==> src/verilog/ccs_pkg.sv <==
package ccs_pkg;
  // register widths and reset values
  localparam int REG_W = 8;
  localparam logic [7:0] CLOCK_OP_MODE_RST = 8'h00;
  localparam logic [7:0] MAIN_OSC_CONTROL_RST = 8'h80;
  localparam logic [7:0] MAIN_CLOCK_MODE_RST = 8'h00;
  localparam logic [7:0] PROC_CLOCK_CONTROL_RST = 8'h00;
  localparam logic [7:0] INT_OSC_CONTROL_RST = 8'h00;
  // writable bits of each register
  localparam logic [7:0] CLOCK_OP_MODE_MASK = 8'hF1;
  localparam logic [7:0] MAIN_OSC_CONTROL_MASK = 8'h80;
  localparam logic [7:0] MAIN_CLOCK_MODE_MASK = 8'h05;
  localparam logic [7:0] PROC_CLOCK_CONTROL_MASK = 8'h50;
  localparam logic [7:0] INT_OSC_CONTROL_MASK = 8'h01;
  // field positions
  localparam int MAIN_EXT_INPUT_SEL_BIT = 7;
  localparam int MAIN_PIN_OSC_SEL_BIT = 6;
  localparam int SUB_EXT_INPUT_SEL_BIT = 5;
  localparam int SUB_PIN_OSC_SEL_BIT = 4;
  localparam int MAIN_OSC_GAIN_SEL_BIT = 0;
  localparam int MAIN_OSC_STOP_BIT = 7;
  localparam int HIGH_SPEED_SOURCE_LOCK_BIT = 2;
  localparam int MAIN_CLOCK_SOURCE_SEL_BIT = 0;
  localparam int SUB_OSC_DIRECT_START_BIT = 6;
  localparam int SUBSYSTEM_CPU_SEL_BIT = 4;
  localparam int INTERNAL_OSC_STOP_BIT = 0;
  // timing
  localparam int CLK_FREQ_KHZ = 20000;
  localparam int GAIN_HOLD_MIN_NS = 4060;
  localparam int GAIN_HOLD_MAX_NS = 16120;
  localparam int GAIN_HOLD_CYCLES = (GAIN_HOLD_MIN_NS * CLK_FREQ_KHZ + 999999) / 1000000;
  localparam int GAIN_HOLD_EXT_EDGES = 160;
  localparam int SETTLE_CYCLES = 2048;
  localparam int HOLD_CNT_W = 8;
  // cpu clock source codes
  localparam logic [1:0] SRC_INTERNAL = 2'h0;
  localparam logic [1:0] SRC_HIGH_SPEED = 2'h1;
  localparam logic [1:0] SRC_SUBSYSTEM = 2'h2;

  typedef enum logic [2:0] {
    ST_RUN_INT = 3'h0,
    ST_RUN_HS = 3'h1,
    ST_RUN_SUB = 3'h2,
    ST_HALT_INT = 3'h3,
    ST_HALT_HS = 3'h4,
    ST_HALT_SUB = 3'h5,
    ST_STOP_INT = 3'h6,
    ST_STOP_HS = 3'h7
  } ccs_state_type;
endpackage

==> src/verilog/ccs_cpu_clock_switcher.sv <==
`timescale 1ns/1ps
// Notes on behaviour
// - gain and source lock accept one write
// - halt enters halt state of current source
// - stop allowed from internal or high-speed source
// - gain rise with crystal holds cpu clock
// - gain rise with external clock holds 160 edges
// - internal oscillator stoppable once cpu left it
// - main stop halts crystal or blocks input unless cpu runs on high-speed source
// - internal oscillator stoppable while on subsystem
// - op mode bits seven, six, five, four, zero mapped
// - main stop bit seven, lock two, select zero
// - subsystem select sits at bit four
module ccs_cpu_clock_switcher #(
  parameter int SETTLE_CYCLES = ccs_pkg::SETTLE_CYCLES,
  parameter int SETTLE_W = 16
) (
  // clock, reset, enable
  input wire logic clk,
  input wire logic resetn,
  input wire logic clkEn,
  // register writes
  input wire logic clockOpModeWr,
  input wire logic mainOscControlWr,
  input wire logic mainClockModeWr,
  input wire logic procClockControlWr,
  input wire logic intOscControlWr,
  input wire logic [7:0] wrData,
  // cpu events and external clock pin level
  input wire logic haltExec,
  input wire logic stopExec,
  input wire logic wakeEvent,
  input wire logic mainExtClockIn,
  // register read-back
  output logic [7:0] clockOpModeReg,
  output logic [7:0] mainOscControlReg,
  output logic [7:0] mainClockModeReg,
  output logic [7:0] procClockControlReg,
  output logic [7:0] intOscControlReg,
  // status and oscillator controls
  output logic oscSettleCounterStatus,
  output logic cpuClockRun,
  output logic [1:0] cpuSource,
  output logic [2:0] powerState,
  output logic mainOscEnable,
  output logic mainExtInputEnable,
  output logic subOscEnable,
  output logic intOscEnable
);
  localparam int HOLD_CYCLES = ccs_pkg::GAIN_HOLD_CYCLES;
  localparam int HOLD_EDGES = ccs_pkg::GAIN_HOLD_EXT_EDGES;
  localparam logic [7:0] HOLD_CYC_INIT = HOLD_CYCLES[7:0];
  localparam logic [7:0] HOLD_EDGE_INIT = HOLD_EDGES[7:0];
  localparam logic [SETTLE_W-1:0] SETTLE_END = SETTLE_CYCLES[SETTLE_W-1:0];

  function automatic logic [7:0] mergeBits(input logic [7:0] oldV, input logic [7:0] newV,
                                           input logic [7:0] mask);
    mergeBits = (oldV & ~mask) | (newV & mask);
  endfunction

  logic [7:0] opMode_reg, opMode_next;
  logic [7:0] mainOscCtl_reg, mainOscCtl_next;
  logic [7:0] mainClkMode_reg, mainClkMode_next;
  logic [7:0] procClk_reg, procClk_next;
  logic [7:0] intOscCtl_reg, intOscCtl_next;
  logic gainWritten_reg, lockWritten_reg;
  logic [ccs_pkg::HOLD_CNT_W-1:0] holdCnt_reg, holdCnt_next;
  logic holdExt_reg, holdExt_next;
  logic extPrev_reg;
  logic [SETTLE_W-1:0] settleCnt_reg, settleCnt_next;
  ccs_pkg::ccs_state_type state_reg, state_next;
  logic settle_reg, run_reg, mainEn_reg, extEn_reg, subEn_reg, intEn_reg;
  logic [1:0] source_reg;

  // write-once masks
  wire logic [7:0] opMask = ccs_pkg::CLOCK_OP_MODE_MASK &
    ~({7'h00, gainWritten_reg} << ccs_pkg::MAIN_OSC_GAIN_SEL_BIT);
  wire logic [7:0] clkModeMask = ccs_pkg::MAIN_CLOCK_MODE_MASK &
    ~({7'h00, lockWritten_reg} << ccs_pkg::HIGH_SPEED_SOURCE_LOCK_BIT);

  assign opMode_next = clockOpModeWr ? mergeBits(opMode_reg, wrData, opMask) : opMode_reg;
  assign mainOscCtl_next = mainOscControlWr ?
    mergeBits(mainOscCtl_reg, wrData, ccs_pkg::MAIN_OSC_CONTROL_MASK) : mainOscCtl_reg;
  assign mainClkMode_next = mainClockModeWr ?
    mergeBits(mainClkMode_reg, wrData, clkModeMask) : mainClkMode_reg;
  assign procClk_next = procClockControlWr ?
    mergeBits(procClk_reg, wrData, ccs_pkg::PROC_CLOCK_CONTROL_MASK) : procClk_reg;
  assign intOscCtl_next = intOscControlWr ?
    mergeBits(intOscCtl_reg, wrData, ccs_pkg::INT_OSC_CONTROL_MASK) : intOscCtl_reg;

  // decoded fields
  wire logic extSel = opMode_reg[ccs_pkg::MAIN_EXT_INPUT_SEL_BIT];
  wire logic pinSel = opMode_reg[ccs_pkg::MAIN_PIN_OSC_SEL_BIT];
  wire logic subExtSel = opMode_reg[ccs_pkg::SUB_EXT_INPUT_SEL_BIT];
  wire logic subPinSel = opMode_reg[ccs_pkg::SUB_PIN_OSC_SEL_BIT];
  wire logic mainStop = mainOscCtl_reg[ccs_pkg::MAIN_OSC_STOP_BIT];
  wire logic srcSel = mainClkMode_reg[ccs_pkg::MAIN_CLOCK_SOURCE_SEL_BIT];
  wire logic subStart = procClk_reg[ccs_pkg::SUB_OSC_DIRECT_START_BIT];
  wire logic subCpuSel = procClk_reg[ccs_pkg::SUBSYSTEM_CPU_SEL_BIT];
  wire logic intStop = intOscCtl_reg[ccs_pkg::INTERNAL_OSC_STOP_BIT];

  // current cpu clock source
  wire logic [1:0] sourceNow = subCpuSel ? ccs_pkg::SRC_SUBSYSTEM :
    (srcSel ? ccs_pkg::SRC_HIGH_SPEED : ccs_pkg::SRC_INTERNAL);
  wire logic inStop = (state_reg == ccs_pkg::ST_STOP_INT) || (state_reg == ccs_pkg::ST_STOP_HS);
  wire logic inRun = (state_reg == ccs_pkg::ST_RUN_INT) || (state_reg == ccs_pkg::ST_RUN_HS) ||
    (state_reg == ccs_pkg::ST_RUN_SUB);
  wire logic mainInUse = (sourceNow == ccs_pkg::SRC_HIGH_SPEED);
  wire logic intInUse = (sourceNow == ccs_pkg::SRC_INTERNAL);

  // oscillator enables
  wire logic mainStopOk = mainStop && !mainInUse;
  wire logic intStopOk = intStop && !intInUse;
  wire logic mainEnNext = pinSel && !extSel && !mainStopOk && !inStop;
  wire logic extEnNext = pinSel && extSel && !mainStopOk && !inStop;
  wire logic subEnNext = subStart || (subPinSel && !subExtSel);
  wire logic intEnNext = !intStopOk && !inStop;

  // gain rise and cpu clock hold-off
  wire logic gainRise = clockOpModeWr && !gainWritten_reg &&
    wrData[ccs_pkg::MAIN_OSC_GAIN_SEL_BIT] && !opMode_reg[ccs_pkg::MAIN_OSC_GAIN_SEL_BIT];
  wire logic newExtSel = opMode_next[ccs_pkg::MAIN_EXT_INPUT_SEL_BIT];
  wire logic extEdge = mainExtClockIn && !extPrev_reg;
  wire logic holdStep = (holdCnt_reg != 8'h00) && (!holdExt_reg || extEdge);
  assign holdCnt_next = gainRise ? (newExtSel ? HOLD_EDGE_INIT : HOLD_CYC_INIT) :
    (holdStep ? holdCnt_reg - 8'h01 : holdCnt_reg);
  assign holdExt_next = gainRise ? newExtSel : holdExt_reg;

  // stabilization counter for the main crystal
  wire logic settleDone = (settleCnt_reg == SETTLE_END);
  assign settleCnt_next = !mainEn_reg ? '0 :
    (settleDone ? settleCnt_reg : settleCnt_reg + 1'b1);

  // power state
  always_comb begin
    state_next = state_reg;
    case (state_reg)
      ccs_pkg::ST_RUN_INT, ccs_pkg::ST_RUN_HS, ccs_pkg::ST_RUN_SUB: begin
        if (haltExec) begin
          case (sourceNow)
            ccs_pkg::SRC_HIGH_SPEED: state_next = ccs_pkg::ST_HALT_HS;
            ccs_pkg::SRC_SUBSYSTEM: state_next = ccs_pkg::ST_HALT_SUB;
            default: state_next = ccs_pkg::ST_HALT_INT;
          endcase
        end else if (stopExec && sourceNow != ccs_pkg::SRC_SUBSYSTEM) begin
          state_next = mainInUse ? ccs_pkg::ST_STOP_HS : ccs_pkg::ST_STOP_INT;
        end else begin
          case (sourceNow)
            ccs_pkg::SRC_HIGH_SPEED: state_next = ccs_pkg::ST_RUN_HS;
            ccs_pkg::SRC_SUBSYSTEM: state_next = ccs_pkg::ST_RUN_SUB;
            default: state_next = ccs_pkg::ST_RUN_INT;
          endcase
        end
      end
      ccs_pkg::ST_HALT_INT, ccs_pkg::ST_STOP_INT: begin
        if (wakeEvent) state_next = ccs_pkg::ST_RUN_INT;
      end
      ccs_pkg::ST_HALT_HS, ccs_pkg::ST_STOP_HS: begin
        if (wakeEvent) state_next = ccs_pkg::ST_RUN_HS;
      end
      ccs_pkg::ST_HALT_SUB: begin
        if (wakeEvent) state_next = ccs_pkg::ST_RUN_SUB;
      end
      default: state_next = ccs_pkg::ST_RUN_INT;
    endcase
  end

  always_ff @(posedge clk or negedge resetn) begin
    if (!resetn) begin
      opMode_reg <= ccs_pkg::CLOCK_OP_MODE_RST;
      mainOscCtl_reg <= ccs_pkg::MAIN_OSC_CONTROL_RST;
      mainClkMode_reg <= ccs_pkg::MAIN_CLOCK_MODE_RST;
      procClk_reg <= ccs_pkg::PROC_CLOCK_CONTROL_RST;
      intOscCtl_reg <= ccs_pkg::INT_OSC_CONTROL_RST;
      gainWritten_reg <= 1'b0;
      lockWritten_reg <= 1'b0;
      holdCnt_reg <= '0;
      holdExt_reg <= 1'b0;
      extPrev_reg <= 1'b0;
      settleCnt_reg <= '0;
      state_reg <= ccs_pkg::ST_RUN_INT;
    end else if (clkEn) begin
      opMode_reg <= opMode_next;
      mainOscCtl_reg <= mainOscCtl_next;
      mainClkMode_reg <= mainClkMode_next;
      procClk_reg <= procClk_next;
      intOscCtl_reg <= intOscCtl_next;
      gainWritten_reg <= gainWritten_reg | clockOpModeWr;
      lockWritten_reg <= lockWritten_reg | mainClockModeWr;
      holdCnt_reg <= holdCnt_next;
      holdExt_reg <= holdExt_next;
      extPrev_reg <= mainExtClockIn;
      settleCnt_reg <= settleCnt_next;
      state_reg <= state_next;
    end
  end

  // registered outputs
  always_ff @(posedge clk or negedge resetn) begin
    if (!resetn) begin
      settle_reg <= 1'b0;
      run_reg <= 1'b0;
      source_reg <= ccs_pkg::SRC_INTERNAL;
      mainEn_reg <= 1'b0;
      extEn_reg <= 1'b0;
      subEn_reg <= 1'b0;
      intEn_reg <= 1'b1;
    end else if (clkEn) begin
      settle_reg <= settleDone && mainEn_reg;
      run_reg <= inRun && (holdCnt_next == 8'h00);
      source_reg <= sourceNow;
      mainEn_reg <= mainEnNext;
      extEn_reg <= extEnNext;
      subEn_reg <= subEnNext;
      intEn_reg <= intEnNext;
    end
  end

  assign clockOpModeReg = opMode_reg;
  assign mainOscControlReg = mainOscCtl_reg;
  assign mainClockModeReg = mainClkMode_reg;
  assign procClockControlReg = procClk_reg;
  assign intOscControlReg = intOscCtl_reg;
  assign oscSettleCounterStatus = settle_reg;
  assign cpuClockRun = run_reg;
  assign cpuSource = source_reg;
  assign powerState = state_reg;
  assign mainOscEnable = mainEn_reg;
  assign mainExtInputEnable = extEn_reg;
  assign subOscEnable = subEn_reg;
  assign intOscEnable = intEn_reg;
endmodule

==> config.mk <==
export PLATFORM = sky130hd
export DESIGN_NAME = ccs_cpu_clock_switcher
export DESIGN_NICKNAME = d
export VERILOG_FILES = /design/src/verilog/ccs_pkg.sv /design/src/verilog/ccs_cpu_clock_switcher.sv
export SDC_FILE = /design/constraint.sdc
export NUM_CORES = 1
export LEC_CHECK = 0
export BUFFER_PORTS_ARGS = -buffer_cell sky130_fd_sc_hd__buf_4
export CAP_MARGIN = 40
export CORE_ASPECT_RATIO = 0.8
export CORE_MARGIN = 5
export CORE_UTILIZATION = 49
export CTS_CLUSTER_SIZE = 40
export DETAILED_ROUTE_END_ITERATION = 10
export PLACE_DENSITY = 0.82
export SETUP_SLACK_MARGIN = 0.1
export SYNTH_ARGS = -nofsm -noshare
export SYNTH_HDL_FRONTEND = slang
export SYNTH_SLANG_ARGS = --single-unit
==> constraint.sdc <==
create_clock -name clk -period 6.05 [get_ports clk]
set_input_delay 1.21 -clock clk [delete_from_list [all_inputs] [get_ports clk]]
set_output_delay 1.21 -clock clk [all_outputs]
set_load 0.05 [all_outputs]
==> results.ini, run 1 <==
[cts]
clk_pin_slew_ns = 0.09
cts_buffers = 5
clkLatencyLatePin_ns = 0.30
postCtsSetupBuffers = 0
clock_sinks = 50
clockRootBuffer = clkbuf_8
cts_tree = yes
cts_hold_buffers = 0
h-tree-depth = 2
cts_resized = 0
cts.path.max_buffers = 2

[grt]
grt_usage = 0.174
grt_pass1_wl_um = 10500
met2_usage = 0.276
grt_busiest_layer = met2
grt_overflow = 0
grt_antenna_before_repair = 0
use_met1 = 0.233
met3_usage = 0.0417
grt_max_degree = 51
grt_pass1_vias = 2191

[placement]
post-place-ws_ns = 3.11
gp_congestion = 0.853
dpl.hpwl_um = 4600
port_buffers = 39

[min_path]
hold-path-endpoint = lockWritten_reg
min_path_type = flip-flop to flip-flop
hold_start = lockWritten_reg
holdPathStages = 1

[floorplan]
die_x_um = 96.3
num_rows = 25
ios = 71
coreArea_mm2 = 0.00585
dieArea_mm2 = 0.00761
initial_utilization = 0.499
die_height_um = 79.0

[cells_and_area]
drive_gt1_frac = 0.228
largest_reg_flops = 16
synthToLayoutAreaGrowth_pct = 11.6
layout_commonest_cell = dfrtp_1
nNetsFinal = 361
fin_util = 0.557
layout_common_cells = 48 x dfrtp_1, 39 x buf_4, 29 x nand2_1, 29 x conb_1, 27 x o21ai_0
diodes = 0

[detailed_routing]
drcViolationCount = 0
routed_via_density = 5.50
vias = 2305
antenna_left = 0
wl_um = 6300
drt_iter0_markers = 175
first_pass_iters = 4
routedWlPerCell_um = 15.0

[critical_path]
path_max_fanout = 30
startpoint = clkEn
start_kind = input pin
rr_startpoint = holdCnt_reg[0]
rr_worst_depth = 7
timing_worst_setup_path_type = input pin to flip-flop
worstPathArrival_ns = 2.79
reg2reg_slack_ns = 3.72
crit_required_ns = 6.22
cp-end-kind = flip-flop
worstReg2RegEnd = cpuClockRun

[synth]
ys_seq_elements = 50
ys_warn_count = 0
syn_avg_cell_area_um2 = 9.76
syn_inst = 299
ys_dominant_reg_cell = dfrtp_1
synth-edff-count = 0
synth.yosys.seq_area_share = 0.430
async_flop_share = 1.00
synth_area_mm2 = 0.00292
yosysUniqueCellTypes = 59

[sta]
period_needed_ns = 2.62
setup_viol = 0
slew_headroom = 0.583
final.setup_skew_ns = 0.00586
setup_tns_ns = 0
drv_slew = 0
finalCritPeriodShare = 0.433
setup_ws_ns = 3.43
fmax_mhz = 382
timing.hold.ws_ns = 0.473
finalHoldViolCount = 0
tightest_slew_ns = 0.626
rsz0062_at_grt = false

[power]
vdd_drop_max_uv = 233
leakage_nw = 1.45
p_per_area_mw_per_mm2 = 369

[outcome]
outcome = completed

[flow_run]
maxCapViolations = 0

-- synth_stat cells, types with 2 or more instances --
cell type,n,area [um^2]
a31oi_1,3,18.8
nor4_1,2,12.5
o22ai_1,3,18.8
inv_1,11,41.3
and3_1,4,25.0
o31ai_1,5,37.5
ha_1,4,50.1
nand2_1,29,109
nand2b_1,4,25.0
o21a_1,2,15.0
mux2i_1,2,20.0
a21oi_1,14,70.1
nor2_1,16,60.1
a22o_1,2,17.5
o31a_1,2,17.5
clkbuf_1,4,15.0
a21o_1,2,15.0
and2_1,3,18.8
xnor2_1,2,17.5
dfrtp_1,48,1200
a211o_2,2,20.0
o2111ai_1,2,17.5
mux2_2,15,169
dfstp_2,2,52.6
nand4_1,6,37.5
xor2_1,5,43.8
o21ai_0,27,135
buf_4,30,225
nor3_1,3,15.0
nor2b_1,3,18.8
nor4b_1,3,26.3
nand3_1,8,40.0
o2bb2ai_1,2,17.5
or3_1,4,25.0
-- power by group --
group	switching, W	internal (W)	leakage, nW
sequential	0.000102	0.000395	0.631
combinational	0.000313	0.000186	0.772
clock	0.000113	0.0000921	0.0472
-- per-layer routing --
metal  up-vias  share of wire
li1       1090              -
met1      1121           0.44
met2        85           0.47
met3         9          0.076
met4         0          0.012
met5         -              0
-- stage by stage --
stage | std cells | area, um^2 | power, W
2_1_floorplan | 327 | 3020 | 0.000882
3_3_place_gp | 411 | 3160 | 0.000978
3_5_place_dp | 411 | 3160 | 0.000997
4_1_cts | 419 | 3260 | 0.00120
5_1_grt | 419 | 3260 | 0.00127
6_report | 419 | 3260 | 0.00120
-- critical path: stages --
cell and delay [ns]:
buf_4 0.30, clkinv_1 0.52, nor2_1 0.64, nor2_1 0.11
-- cell families (layout without fill, tap and decap cells) --
| group | Yosys count | after routing | synth area share |
|---|---|---|---|
| buffers and inverters | 48 | 59 | 0.103 |
| AOI/OAI and AO/OA | 75 | 75 | 0.175 |
| muxes | 17 | 17 | 0.0648 |
| adders and majority gates | 4 | 4 | 0.0172 |
| DFF | 50 | 50 | 0.430 |
| other | 1 | 29 | 0.00129 |
| and+or+nand+nor | 97 | 97 | 0.189 |
| xor gates and xnor gates | 7 | 7 | 0.0210 |
-- area by class of cell --
class | count | area [um^2]
Fill cell | 508 | 2590
Multi-Input combinational cell | 229 | 1470
Sequential cell | 50 | 1250
Timing Repair Buffer | 39 | 293
Tap cell | 81 | 101
Clock buffer | 6 | 82.6
Inverter | 12 | 45.0
Clock inverter | 2 | 12.5
-- how the worst max path moves through the flow --
| stage | end | slack, ns | depth (start not counted) |
|---|---|---|---|
| 6_report | settleCnt_reg[12] | 3.43 | 4 |
| 5_1_grt | settleCnt_reg[7] | 3.29 | 4 |
| 4_1_cts | settleCnt_reg[7] | 3.42 | 4 |
| 3_5_place_dp | settleCnt_reg[12] | 3.11 | 4 |
| 3_3_place_gp | settleCnt_reg[10] | 3.12 | 4 |
| 2_1_floorplan | holdCnt_reg[1] | 3.76 | 4 |
Power figures use the tool's default switching activity.
==> run 2, diff against run 1 <==
--- a/config.mk
+++ b/config.mk
@@ -5,6 +5,7 @@
 export SDC_FILE = /design/constraint.sdc
 export NUM_CORES = 1
 export LEC_CHECK = 0
+export ABC_AREA = 1
 export BUFFER_PORTS_ARGS = -buffer_cell sky130_fd_sc_hd__buf_4
 export CAP_MARGIN = 40
 export CORE_ASPECT_RATIO = 0.8
==> constraint.sdc (replaced) <==
create_clock -name clk -period 2.7 [get_ports clk]
set_input_delay 0.54 -clock clk [delete_from_list [all_inputs] [get_ports clk]]
set_output_delay 0.54 -clock clk [all_outputs]
set_load 0.05 [all_outputs]
==> run 2 against run 1 <==
Die area grew 3.3%. Largest power group unchanged. Final area grew 3.8%. Combinational power up 110%. Clock skew rose by 0.0036 ns. Hold slack lost 0.24 ns. Final cell count grew 23%. Utilization rose by 1.2 points. Largest cell class unchanged. Via count up 14%.
==> results.ini, run 2 <==
[outcome]
outcome = completed

[detailed_routing]
vias = 2630
first_pass_iters = 4
routed_via_density = 5.12
routedWlPerCell_um = 13.1
wl_um = 6710
drcViolationCount = 0
drt_iter0_markers = 218
antenna_left = 0

[critical_path]
start_kind = flip-flop
crit_top_cell = nand2_1
max_stage_delay_ns = 0.41
path_max_fanout = 12
worstPathArrival_ns = 1.99
cp_cell_sequence = inv_1, ha_1, nand2_1, nor4_2, nand2_1, nand2_1, nor2_1, o21a_1
cp_slowest_cell = dfrtp_1
cp-end-kind = flip-flop
crit_required_ns = 2.90
timing_worst_setup_path_type = flip-flop to flip-flop
critPathTopFamily = simple AND/OR/NAND/NOR gates
worst-path-buf-inv = 1

[sta]
slew_headroom = 0.583
tightest_slew_ns = 0.626
rsz0062_at_grt = false
fmax_mhz = 557
setup_viol = 0
finalCritPeriodShare = 0.666
timing.hold.ws_ns = 0.238
finalHoldViolCount = 0
setup_tns_ns = 0
period_needed_ns = 1.80
drv_slew = 0
final.setup_skew_ns = 0.00944

[placement]
gp_congestion = 0.903
port_buffers = 39
place_area_mm2 = 0.00328
dp.cells = 506
dpl.hpwl_um = 5120

[synth]
yosysMostFrequentCell = nand2_1
ys_seq_elements = 50
async_flop_share = 1.00
yosysUniqueCellTypes = 39
yosys.area.top_type_share = 0.397
syn_inst = 394
ys_warn_count = 0
synth-edff-count = 0
synth_area_leaders = dfrtp_1 40%, nand2_1 11%, buf_4 7.4%
ys_dominant_reg_cell = dfrtp_1
synth_area_mm2 = 0.00303
synth_top_cell_by_area = dfrtp_1
syn_avg_cell_area_um2 = 7.68
synth_common_cells = 89 x nand2_1, 48 x dfrtp_1, 45 x inv_1, 30 x buf_4
synth.yosys.seq_area_share = 0.414

[cells_and_area]
final_cells = 514
multi_input_area_mm2 = 0.00142
nFillCells = 561
layout_commonest_cell = nand2_1
register_area_mm2 = 0.00125
fin_area_mm2 = 0.00338
layout_common_cells = 89 x nand2_1, 48 x dfrtp_1, 45 x inv_1
synthToLayoutAreaGrowth_pct = 11.7
largest_reg_flops = 16
diodes = 0
nNetsFinal = 456
drive_gt1_frac = 0.178

[floorplan]
dieArea_mm2 = 0.00786
coreArea_mm2 = 0.00594
num_rows = 25
ios = 71
initial_utilization = 0.509
die_x_um = 97.9
die_height_um = 80.3

[cts]
clockRootBuffer = clkbuf_8
cts_buffers = 5
clock_sinks = 50
postCtsSetupBuffers = 0
cts_hold_buffers = 0
clk_pin_slew_ns = 0.10
cts_tree = yes
cts_resized = 0
cts.path.max_buffers = 2
h-tree-depth = 2
clkLatencyLatePin_ns = 0.30

[power]
vdd_drop_max_uv = 392
leakage_nw = 1.71
power_w = 0.00249
p_per_area_mw_per_mm2 = 736

[grt]
grt_max_degree = 51
grt_pass1_wl_um = 11200
grt_antenna_before_repair = 0
grt_overflow = 0
grt_pass1_vias = 2405
grt_usage = 0.174

[min_path]
min_path_type = input pin to asynchronous set/reset pin

[flow_run]
maxCapViolations = 0

[run 2: final timing paths]
kind                                  start              endpoint  slack, ns  cells after the start
max                        settleCnt_reg[0]      settleCnt_reg[6]       0.90                      8
min                                  resetn     settleCnt_reg[15]       0.24                      1
max reg2reg                settleCnt_reg[0]      settleCnt_reg[6]       0.90                      8
min reg2reg                    intOscEnable          intOscEnable       0.47                      2
max in group asynchronous            resetn         powerState[2]       2.03                      1
min in group clk           mainOscControlWr  mainOscControlReg[7]       0.39                      2
[run 2: where the power goes]
group / total [W] / internal [W] / leakage (nW) / switching (W)
registers: 0.000986 / 0.000863 / 0.640 / 0.000122
logic: 0.00103 / 0.000308 / 1.02 / 0.000723
clock network: 0.000472 / 0.000211 / 0.0514 / 0.000260
[run 2: cell families (layout without fill, tap and decap cells)]
| kind of cell | after synthesis | count (layout) | share of synthesized area |
|---|---|---|---|
| and+or+nand+nor | 173 | 173 | 0.262 |
| buffers and inverters | 90 | 101 | 0.150 |
| DFF | 50 | 50 | 0.414 |
| xor gates and xnor gates | 9 | 9 | 0.0260 |
| muxes | 1 | 1 | 0.00372 |
| adders and majority gates | 4 | 4 | 0.0165 |
| other | 1 | 29 | 0.00124 |
| AOI/OAI and AO/OA | 66 | 66 | 0.126 |
[run 2: routing by layer]
layer  GRT usage  up-vias  wire length, um
met4      0.0512        0               95
met2       0.263       97             2840
met3      0.0425        9              532
met1       0.247     1228             3240
met5           0        -                0
li1            -     1296                -
[run 2: final cells by class]
cell class	count	share of cell area
flip-flops and latches	50	0.371
repair buffers	41	0.0910
well taps	81	0.0300
multi-input cells	282	0.421
clock inverters	2	0.00518
clock buffers	6	0.0244
inverters	52	0.0577
[run 2: per-stage QoR]
step	worst slack, ns	utilization
after floorplan	1.23	-
after global placement	0.778	0.552
after detailed placement	0.764	0.552
after CTS	0.897	0.569
after global routing	0.732	0.569
final	0.903	0.569
